==> config.mk <==
export PLATFORM = sky130hd
export DESIGN_NAME = dbrel_offset_unit
export DESIGN_NICKNAME = d
export VERILOG_FILES = /design/src/logic/dbrel_pkg.sv /design/src/logic/dbrel_bcd_step.sv /design/src/logic/dbrel_offset_unit.sv
export SDC_FILE = /design/constraint.sdc
export NUM_CORES = 1
export LEC_CHECK = 0
export ABC_AREA = 1
export BUFFER_PORTS_ARGS = -buffer_cell sky130_fd_sc_hd__buf_2
export CAP_MARGIN = 5
export CORE_ASPECT_RATIO = 1.4
export CORE_MARGIN = 4
export CORE_UTILIZATION = 30
export DETAILED_ROUTE_END_ITERATION = 10
export GPL_TIMING_DRIVEN = 1
export SYNTH_ARGS = -nofsm -noshare
export SYNTH_HDL_FRONTEND = slang
export SYNTH_SLANG_ARGS = --single-unit
==> constraint.sdc <==
create_clock -name mclk -period 2.23 [get_ports mclk]
set_clock_uncertainty 0.1 [all_clocks]
set_input_delay 0.1115 -clock mclk [delete_from_list [all_inputs] [get_ports mclk]]
set_output_delay 0.1115 -clock mclk [all_outputs]
set_load 0.03 [all_outputs]
==> src/logic/dbrel_pkg.sv <==
// Purpose: shared constants for the relative-decibel offset unit
// Assumes: four-digit bcd magnitude, sign bit kept apart
// Notes:   sequence step numbers are octal program addresses
package dbrel_pkg;
    localparam int unsigned DIGITS          = 4;                 // bcd digits of magnitude
    localparam int unsigned MAG_W           = 4 * DIGITS;        // magnitude width in bits
    localparam logic [15:0] MAG_ZERO        = 16'h0000;          // reset and cleared magnitude
    localparam logic        SIGN_POS        = 1'b0;              // sign bit meaning positive
    localparam logic [7:0]  STEP_SIGN_TEST  = 8'h79;             // octal 171, count direction test
    localparam logic [7:0]  STEP_OVR_TEST_A = 8'h27;             // octal 047, over-range test a
    localparam logic [7:0]  STEP_OVR_TEST_B = 8'h28;             // octal 050, over-range test b
    localparam logic [7:0]  STEP_IDLE       = 8'h00;             // no step reported
    localparam logic [1:0]  MODE_REL        = 2'h1;              // mode code for relative operation
    localparam logic [1:0]  MODE_RESET      = 2'h0;              // mode register after reset

    typedef enum logic [2:0] {
        DBREL_IDLE,
        DBREL_CAPTURE,
        DBREL_LOAD,
        DBREL_TEST,
        DBREL_STEP,
        DBREL_DONE
    } dbrel_state_t;
endpackage

==> src/logic/dbrel_bcd_step.sv <==
// Purpose: one signed bcd step of the main counter
// Assumes: sign-magnitude value, magnitude in packed bcd
// Notes:   purely combinational; passing zero flips the sign
`timescale 1ns/1ps
module dbrel_bcd_step (
    input  wire logic        sign,      // current sign, 1 = negative
    input  wire logic [15:0] mag,       // current magnitude
    input  wire logic        down,      // 1 = step toward zero then past it
    output logic             next_sign, // sign after the step
    output logic [15:0]      next_mag   // magnitude after the step
);
    // bcd increment of a packed four-digit value
    function automatic logic [15:0] bcd_inc(input logic [15:0] v);
        logic [15:0] r;
        logic        c;
        r = v;
        c = 1'b1;
        for (int i = 0; i < 4; i++) begin
            if (c) begin
                if (r[4*i +: 4] == 4'h9) begin
                    r[4*i +: 4] = 4'h0;
                end else begin
                    r[4*i +: 4] = r[4*i +: 4] + 4'h1;
                    c = 1'b0;
                end
            end
        end
        return r;
    endfunction

    // bcd decrement, only used on non-zero values
    function automatic logic [15:0] bcd_dec(input logic [15:0] v);
        logic [15:0] r;
        logic        b;
        r = v;
        b = 1'b1;
        for (int i = 0; i < 4; i++) begin
            if (b) begin
                if (r[4*i +: 4] == 4'h0) begin
                    r[4*i +: 4] = 4'h9;
                end else begin
                    r[4*i +: 4] = r[4*i +: 4] - 4'h1;
                    b = 1'b0;
                end
            end
        end
        return r;
    endfunction

    // at zero a down step inverts the sign and grows the magnitude again
    always_comb begin
        next_sign = sign;
        next_mag  = mag;
        if (!down) begin
            next_mag = bcd_inc(mag);
        end else if (mag == dbrel_pkg::MAG_ZERO) begin
            next_sign = ~sign;
            next_mag  = bcd_inc(mag);
        end else begin
            next_mag = bcd_dec(mag);
        end
    end
endmodule

==> src/logic/dbrel_offset_unit.sv <==
// Purpose: relative-decibel offset datapath of a power meter
// Assumes: sequencer pulses meas_done once per reading with the main count valid
// Notes:   main count is sign-magnitude bcd; one step per clock
`timescale 1ns/1ps
module dbrel_offset_unit (
    input  wire logic        mclk,               // 20 MHz meter clock
    input  wire logic        rst,                // synchronous, active high
    input  wire logic        meas_done,          // one-cycle pulse, main count ready
    input  wire logic        meas_sign,          // measured sign, 1 = negative
    input  wire logic [15:0] meas_mag,           // measured bcd magnitude
    input  wire logic        reference_capture_key, // key pin, raw
    input  wire logic [1:0]  mode_select,        // mode select inputs
    input  wire logic        over_range,         // over-range present
    input  wire logic        ovr_seq_step,       // pulse, over-range continuation running
    output logic             relative_decibel_mode, // mode register says relative
    output logic [1:0]       mode_reg,           // mode register contents
    output logic             ref_sign,           // stored reference sign
    output logic [15:0]      ref_mag,            // stored reference magnitude
    output logic             out_sign,           // adjusted main sign
    output logic [15:0]      out_mag,            // adjusted main magnitude
    output logic             out_valid,          // pulse, display stage takes over
    output logic             busy,               // subtraction in progress
    output logic [7:0]       seq_step,           // step address under test
    output logic             sequence_test_flag_one, // flag tested at 171 and 050
    output logic             sequence_test_flag_two  // flag tested at 047
);
    logic                  key_meta;            // first sync stage
    logic                  key_sync;            // second sync stage
    dbrel_pkg::dbrel_state_t state;             // sequence state
    logic                  main_sign;           // main counter sign
    logic [15:0]           main_mag;            // main counter magnitude
    logic [15:0]           rel_cnt;             // relative down-counter
    logic                  count_down;          // direction picked at step 171
    logic                  next_main_sign;      // stepper result sign
    logic [15:0]           next_main_mag;       // stepper result magnitude

    // key crosses in from a pin
    always_ff @(posedge mclk) begin
        if (rst) begin
            key_meta <= 1'b0;
            key_sync <= 1'b0;
        end else begin
            key_meta <= reference_capture_key;
            key_sync <= key_meta;
        end
    end

    // mode register loads from the select inputs while the key is down
    always_ff @(posedge mclk) begin
        if (rst) begin
            mode_reg              <= dbrel_pkg::MODE_RESET;
            relative_decibel_mode <= 1'b0;
        end else if (key_sync) begin
            mode_reg              <= mode_select;
            relative_decibel_mode <= (mode_select == dbrel_pkg::MODE_REL);
        end
    end

    // main sequence of the offset subtraction
    always_ff @(posedge mclk) begin
        if (rst) begin
            state    <= dbrel_pkg::DBREL_IDLE;
        end else begin
            case (state)
                dbrel_pkg::DBREL_IDLE: begin
                    // only relative mode runs the subtraction
                    if (meas_done && relative_decibel_mode) begin
                        state    <= key_sync ? dbrel_pkg::DBREL_CAPTURE
                                             : dbrel_pkg::DBREL_LOAD;
                    end
                end
                dbrel_pkg::DBREL_CAPTURE: state <= dbrel_pkg::DBREL_LOAD;
                dbrel_pkg::DBREL_LOAD:    state <= dbrel_pkg::DBREL_TEST;
                dbrel_pkg::DBREL_TEST:    state <= dbrel_pkg::DBREL_STEP;
                dbrel_pkg::DBREL_STEP: begin
                    if (rel_cnt == dbrel_pkg::MAG_ZERO) begin
                        state <= dbrel_pkg::DBREL_DONE;
                    end
                end
                dbrel_pkg::DBREL_DONE:    state <= dbrel_pkg::DBREL_IDLE;
                default:                  state <= dbrel_pkg::DBREL_IDLE;
            endcase
        end
    end

    // reference register: capture, clear on key during over-range in relative mode, else hold
    always_ff @(posedge mclk) begin
        if (rst) begin
            ref_sign <= dbrel_pkg::SIGN_POS;
            ref_mag  <= dbrel_pkg::MAG_ZERO;
        end else if (key_sync && relative_decibel_mode && over_range) begin
            ref_sign <= dbrel_pkg::SIGN_POS;
            ref_mag  <= dbrel_pkg::MAG_ZERO;
        end else if (state == dbrel_pkg::DBREL_CAPTURE) begin
            ref_sign <= main_sign;
            ref_mag  <= main_mag;
        end
    end

    // sign flags, direction chosen at step 171
    always_ff @(posedge mclk) begin
        if (rst) begin
            count_down <= 1'b1;
        end else if (state == dbrel_pkg::DBREL_TEST) begin
            // same signs move toward zero; differing signs grow the magnitude
            count_down <= (main_sign == ref_sign);
        end else if (state == dbrel_pkg::DBREL_STEP && rel_cnt != dbrel_pkg::MAG_ZERO
                     && main_mag == dbrel_pkg::MAG_ZERO) begin
            // the step through zero flips the sign, so the magnitude grows from here on
            count_down <= 1'b0;
        end
    end

    // shared stepper for the main counter
    dbrel_bcd_step u_step (
        .sign      (main_sign),
        .mag       (main_mag),
        .down      (count_down),
        .next_sign (next_main_sign),
        .next_mag  (next_main_mag)
    );

    // main and relative counters advance on the same edge
    always_ff @(posedge mclk) begin
        if (rst) begin
            main_sign <= dbrel_pkg::SIGN_POS;
            main_mag  <= dbrel_pkg::MAG_ZERO;
            rel_cnt   <= dbrel_pkg::MAG_ZERO;
        end else begin
            if (state == dbrel_pkg::DBREL_IDLE && meas_done) begin
                main_sign <= meas_sign;
                main_mag  <= meas_mag;
            end
            if (state == dbrel_pkg::DBREL_LOAD) begin
                rel_cnt <= ref_mag;
            end
            if (state == dbrel_pkg::DBREL_STEP && rel_cnt != dbrel_pkg::MAG_ZERO) begin
                main_sign <= next_main_sign;
                main_mag  <= next_main_mag;
                rel_cnt   <= u_dec(rel_cnt);
            end
        end
    end

    // bcd decrement of the relative counter
    function automatic logic [15:0] u_dec(input logic [15:0] v);
        logic [15:0] r;
        logic        b;
        r = v;
        b = 1'b1;
        for (int i = 0; i < 4; i++) begin
            if (b) begin
                if (r[4*i +: 4] == 4'h0) begin
                    r[4*i +: 4] = 4'h9;
                end else begin
                    r[4*i +: 4] = r[4*i +: 4] - 4'h1;
                    b = 1'b0;
                end
            end
        end
        return r;
    endfunction

    // hand-off to display stage
    always_ff @(posedge mclk) begin
        if (rst) begin
            out_sign  <= dbrel_pkg::SIGN_POS;
            out_mag   <= dbrel_pkg::MAG_ZERO;
            out_valid <= 1'b0;
        end else begin
            out_valid <= (state == dbrel_pkg::DBREL_DONE);
            if (state == dbrel_pkg::DBREL_DONE) begin
                out_sign <= main_sign;
                out_mag  <= main_mag;
            end
        end
    end

    // busy and step address for the sequencer
    always_ff @(posedge mclk) begin
        if (rst) begin
            busy     <= 1'b0;
            seq_step <= dbrel_pkg::STEP_IDLE;
        end else begin
            busy <= (state != dbrel_pkg::DBREL_IDLE) && (state != dbrel_pkg::DBREL_DONE);
            if (state == dbrel_pkg::DBREL_TEST) begin
                seq_step <= dbrel_pkg::STEP_SIGN_TEST;
            end else if (ovr_seq_step && relative_decibel_mode) begin
                seq_step <= dbrel_pkg::STEP_OVR_TEST_A;
            end else if (seq_step == dbrel_pkg::STEP_OVR_TEST_A) begin
                // second test of the continuation follows on the next cycle
                seq_step <= dbrel_pkg::STEP_OVR_TEST_B;
            end else begin
                seq_step <= dbrel_pkg::STEP_IDLE;
            end
        end
    end

    // flags the over-range continuation tests; reference is never touched here
    always_ff @(posedge mclk) begin
        if (rst) begin
            sequence_test_flag_one <= 1'b0;
            sequence_test_flag_two <= 1'b0;
        end else begin
            // flag one: reference nonzero (050) or sign test (171)
            sequence_test_flag_one <= (state == dbrel_pkg::DBREL_TEST) ? (main_sign == ref_sign)
                                    : (ref_mag != dbrel_pkg::MAG_ZERO);
            // flag two low at 047 means relative mode continuation
            sequence_test_flag_two <= ~relative_decibel_mode;
        end
    end
endmodule

======== Word-level counts from Yosys, hierarchy flattened ========
Index checks and enable logic that the tools add are counted.
Widths: inputs -> output; s select.
cells by class
  add/subtract/negate cells ............... 12
  eq/ne operators ......................... 29
  mux-type cells .......................... 82
  bitwise operators ....................... 2
  reductions and logical operators ........ 36
operators by type and width
  operator             number
  $mux 16              6
  $mux 4               24
  $mux 1               45
  $logic_not 16->1     2
  $logic_not 4->1      8
  $reduce_bool 16->1   2
  $sub 4x1->4 const B  8
  $add 4x1->4 const B  4
  $eq 4x4->1 const B   4
  $pmux 3 s5           1
  $mux 6               2
  $ne 4x2->1 const B   3
  $ne 4x3->1 const B   3
  $reduce_and 4->1     3
  $ne 3x2->1 const B   3
  $eq 8x6->1 const B   1
  $logic_and 1x1->1    8
  $ne 2x1->1 const B   4
  $reduce_and 2->1     4
  $mux 7               1
  $eq 3x2->1 const B   2
  $eq 3x3->1 const B   2
  $mux 3               2
  $ne 2x2->1 const B   3
  other kinds (12)     16
word-level totals
  bits in registers ....................... 88
  input port bits ......................... 25
  output and inout port bits .............. 49
  word-level logic and storage cells ...... 187

======== Logic depth before layout (Yosys ltp) ========
  depth in word-level cells ............... 14
  mapped depth ............................ 12
  depth with buffers taken out ............ 11

======== Cells and area by module ========
From an unflattened synthesis, not the netlist that was laid out.
unflattened totals
  cells, all modules ...................... 801
  area total of the unflattened synthesis .. 4999.8 um2
modules (own cells, without submodules)
  module             times used  cells each  area an instance (um2)  sequential area each (um2)
  dbrel_offset_unit  1           581         3988.8                  1701.6
  dbrel_bcd_step     1           220         1011.0                  0.0

======== Worst setup path before layout ========
Ideal clock, no wire load.
  path type ............................... flip-flop to flip-flop
  from .................................... reg rel_cnt[8]
  to ...................................... reg main_mag[12]
  library setup time ...................... 0.113 ns
  data arrival time ....................... 1.346 ns
  required time ........................... 2.017 ns
  slack ................................... 0.670 ns
  stages on the path, launching flop included .. 12
  path buffers ............................ 1
  period minus slack after synthesis ...... 1.560 ns
  cell sequence ........................... dfxtp_1 nor2_2 nand2_2 nor2_4 nand2_4 nand2_4 buf_8 nand2_8 nand3_1 nand2_1 nand2_1 nor2_1
on the way
  longest elaborated chain between the ends .. 4
  elaborated cells between the ends (all ways) .. 8
  classes of those cells .................. 3 x eq/ne; 1 x mux; 4 x reduce/logical
RTL lines
  item                                                       RTL line                  text
  start, declared                                            dbrel_offset_unit.sv:32   logic [15:0] rel_cnt;
  start signal, assigned                                     dbrel_offset_unit.sv:128  rel_cnt <= dbrel_pkg::MAG_ZERO;
  start signal, assigned                                     dbrel_offset_unit.sv:135  rel_cnt <= ref_mag;
  start signal, assigned                                     dbrel_offset_unit.sv:140  rel_cnt <= u_dec(rel_cnt);
  $reduce_bool 16->1 *                                       dbrel_offset_unit.sv:137  if (state == dbrel_pkg::DBREL_STEP && rel_cnt != dbrel_pkg::MAG_ZERO) begin
  $logic_and 1x1->1 *                                        dbrel_offset_unit.sv:137
  $ne 4x3->1 (no source line), or another cell as far along  n/a
  $reduce_and 4->1 (no source line)                          n/a
  end signal, assigned                                       dbrel_offset_unit.sv:127  main_mag <= dbrel_pkg::MAG_ZERO;
  end signal, assigned                                       dbrel_offset_unit.sv:132  main_mag <= meas_mag;
  end signal, assigned                                       dbrel_offset_unit.sv:139  main_mag <= next_main_mag;
  end, declared                                              dbrel_offset_unit.sv:31   logic [15:0] main_mag;
Mark *: on every way between the ends. The rest lies on a longest branch, timed or not.
A chain may end at the register's enable or synchronous reset.

======== Worst setup path in the final report ========
  from .................................... reg rel_cnt[8]
  to ...................................... reg main_mag[13]
Same word-level chain as after synthesis.

==> out/results.tsv <==
stage	metric	value	unit
outcome	status	finished clean	
clock_network	CTS tree	yes	
synth	Post-synth ARST share	0	
synth	register bit total from synthesis	85	
finish	Core Util, Final	0.376	
synth	register area share after synthesis	0.382	
power	Leak Pwr	2.60	nW
clock_network	clk slew on worst S/H paths	0.06	ns
clock_network	clk sinks	85	
power	Total Power	3.75	mW
critical_path	Req. time, crit path	2.41	ns
synth	top_reg_cell synth	dfxtp_1	
clock_network	maximum clock insertion buffer count	2	
timing	fin. max-slew vios	0	
place	port buffer count	72	
finish	Final Net Count	775	
die	DIE AREA	0.0169	sq mm
routing	via count	4506	
finish	P&R area growth vs syn	22.3	%
flow_run	# Max-Cap Violations	0	
routing	Initial DRT Pass Iterations	5	
critical_path	delay-heaviest family, CP	simple AND/OR/NAND/NOR gates	
finish	Ant. Diodes	0	
die	Die W	111	um
timing	fmax	532	MHz
power	PwrDens	687	mW/mm^2
critical_path	CP peak stage delay	0.34	ns
timing	fin worst setup slack	0.351	ns
timing	endpoints failing hold	0	
synth	Synth area leaders	dfxtp_1, nand2_1, o21ai_0, nor2_1, nand3_1	
finish	final instance area	0.00545	sq mm
routing	drt via density	4.77	
power	VDD IR max	0.417	mV
critical_path	crit-path cells	nor2_2 > nand2_2 > nor2_4 > nand2_4 > nand2_4 > nor2_1 > nand2_1 > inv_1 > nor2_1 > nor2_1 > nor2_1	
synth	Synth Net Count	694	
critical_path	CP bufs+invs	1	
place	HPWL after DPL	9.85	mm
finish	commonest non-fill, non-tap cell in the layout	nand2_1	
place	routability congestion estimate from global placement	0.871	
routing	Iter 0 DRT Violations	253	
finish	share of cells above drive strength 1	0.177	
routing	WL per Instance	13.8	um
grt	GR Overflow Total	0	
finish	Multi-input gate area	0.00231	sq mm
synth	EDFF count, synth	0	
synth	cell count after synthesis	669	
die	initial core utilization	0.307	
critical_path	Critical Path End Type	register	
timing	# setup viols final	0	
synth	Synth Area in Compound Gates	0.143	
synth	Post-Synth Simple-Gate Area	0.372	
timing	Tcrit/Tclk final	0.843	
synth	Synth Area in XOR/XNOR	0.00196	
die	# IOs	74	
synth	Synth area leader	dfxtp_1	
clock_network	Num CTS Buffers	9	
place	placed cells	917	
timing	Worst-Margin Slew	0.653	ns
die	Die Span Y	152	um
synth	synth unique cells	38	
grt	gr usage total	0.155	
synth	largest family of logic cells by synthesized area	simple AND/OR/NAND/NOR gates	
timing	RSZ-0062 raised after global routing	false	
clock_network	Resized Gates After CTS	0	
timing	WHS	0.0159	ns
synth	Synth top area share	0.382	
die	num rows	52	
place	DP Worst Slack	0.369	ns
critical_path	startpoint type of the worst setup path	register	
clock_network	clk root buf	clkbuf_16	
place	Placed Area	0.00498	sq mm
critical_path	Critical Path AT	2.06	ns
routing	final wirelength	13.0	mm
synth	adder-cell share of the synthesized area	0	
critical_path	CP Class	register to register	
critical_path	Top cell by count, worst path	nor2_1	
min_path	worst min path class	input port to register	
synth	Synth Warn #	0	
finish	filler instances	1586	
finish	most frequent cells in the layout	nand2_1, nor2_1, dfxtp_1	
critical_path	CP Max Fanout	15	
finish	Layout Cells excl Fill	944	
grt	largest net degree at the start of global routing	53	
routing	Routed Antenna Nets	0	
synth	multiplexer share of the synthesized area	0	
timing	Setup TNS	0	ns
die	core area	0.0145	sq mm
synth	mapped cell area	0.00446	sq mm
grt	vias in the first global route	4287	
timing	Tmin final	1.88	ns
routing	post-route DRC violation count	0	
finish	sequential cell area	0.00170	sq mm
synth	syn avg cell area	6.66	sq um
critical_path	CP max-delay cell	dfxtp_1	
grt	initial antenna violation count	0	
clock_network	clk_lat worst skew	0.35	ns
grt	wire length of the first global-routing pass	21.4	mm
clock_network	H-tree depth	3	
timing	Slew HR	0.563	
[worst paths after layout]
path | start | to | slack (ns) | cells after the start
setup / recovery | rel_cnt[8]$_SDFFE_PP0P_ | main_mag[13]$_SDFFE_PP0P_ | 0.35 | 11
hold / removal | meas_mag[15] | main_mag[15]$_SDFFE_PP0P_ | 0.02 | 5
setup reg to reg | rel_cnt[8]$_SDFFE_PP0P_ | main_mag[13]$_SDFFE_PP0P_ | 0.35 | 11
hold reg to reg | key_meta$_SDFF_PP0_ | key_sync$_SDFF_PP0_ | 0.30 | 2
[synthesized netlist by cell type (7+ instances only)]
library cell / instances
dfxtp_1: 85
a211oi_1: 11
o21ai_0: 69
nand2_2: 7
nor2_1: 88
nor2_2: 8
nand2_1: 156
clkbuf_1: 11
inv_1: 68
a21oi_1: 24
nand4_1: 11
nand3_1: 65
nor3_1: 9
[layer usage]
| metal | wire length [um] | global-route usage | vias up |
|---|---|---|---|
| li1 | - | - | 2334 |
| met1 | 5400 | 0.181 | 2021 |
| met2 | 6560 | 0.269 | 127 |
| met3 | 671 | 0.0334 | 24 |
| met4 | 365 | 0.0701 | 0 |
| met5 | 0 | 0 | - |
[logic make-up (layout without fill, tap and decap cells)]
group,after synthesis,count (layout)
AO/OA/AOI/OAI,117,117
XOR/XNOR,1,1
other,1,1
flip-flops,85,85
AND/OR/NAND/NOR,365,365
buffers and inverters,100,186
[where the power goes]
| group | internal, mW | total [mW] | switching (mW) |
|---|---|---|---|
| Clock | 1.16 | 1.78 | 0.618 |
| Sequential | 1.55 | 1.61 | 0.0549 |
| Combinational | 0.131 | 0.365 | 0.234 |
[cell type report]
cell class,instances,area share
Sequential cell,85,0.312
Inverter,74,0.0509
Tap cell,189,0.0434
Timing Repair Buffer,96,0.104
Clock buffer,11,0.0464
Clock inverter,5,0.0195
Multi-Input combinational cell,484,0.424
[worst reg2reg max path, cell delays in order, from the launching register on]
cell and delay [ns]:
dfxtp_1 0.34, nor2_2 0.19, nand2_2 0.10, nor2_4 0.15, nand2_4 0.12, nand2_4 0.19, nor2_1 0.11, nand2_1 0.13
inv_1 0.05, nor2_1 0.17, nor2_1 0.07, nor2_1 0.11
[what timing repair did]
item / in CTS / in global routing
hold buffers: 11 / 0
setup buffers: 0 / 0
endpoints found under the hold margin: 13 / 0
No activity file was read; power rests on OpenSTA's default activity.
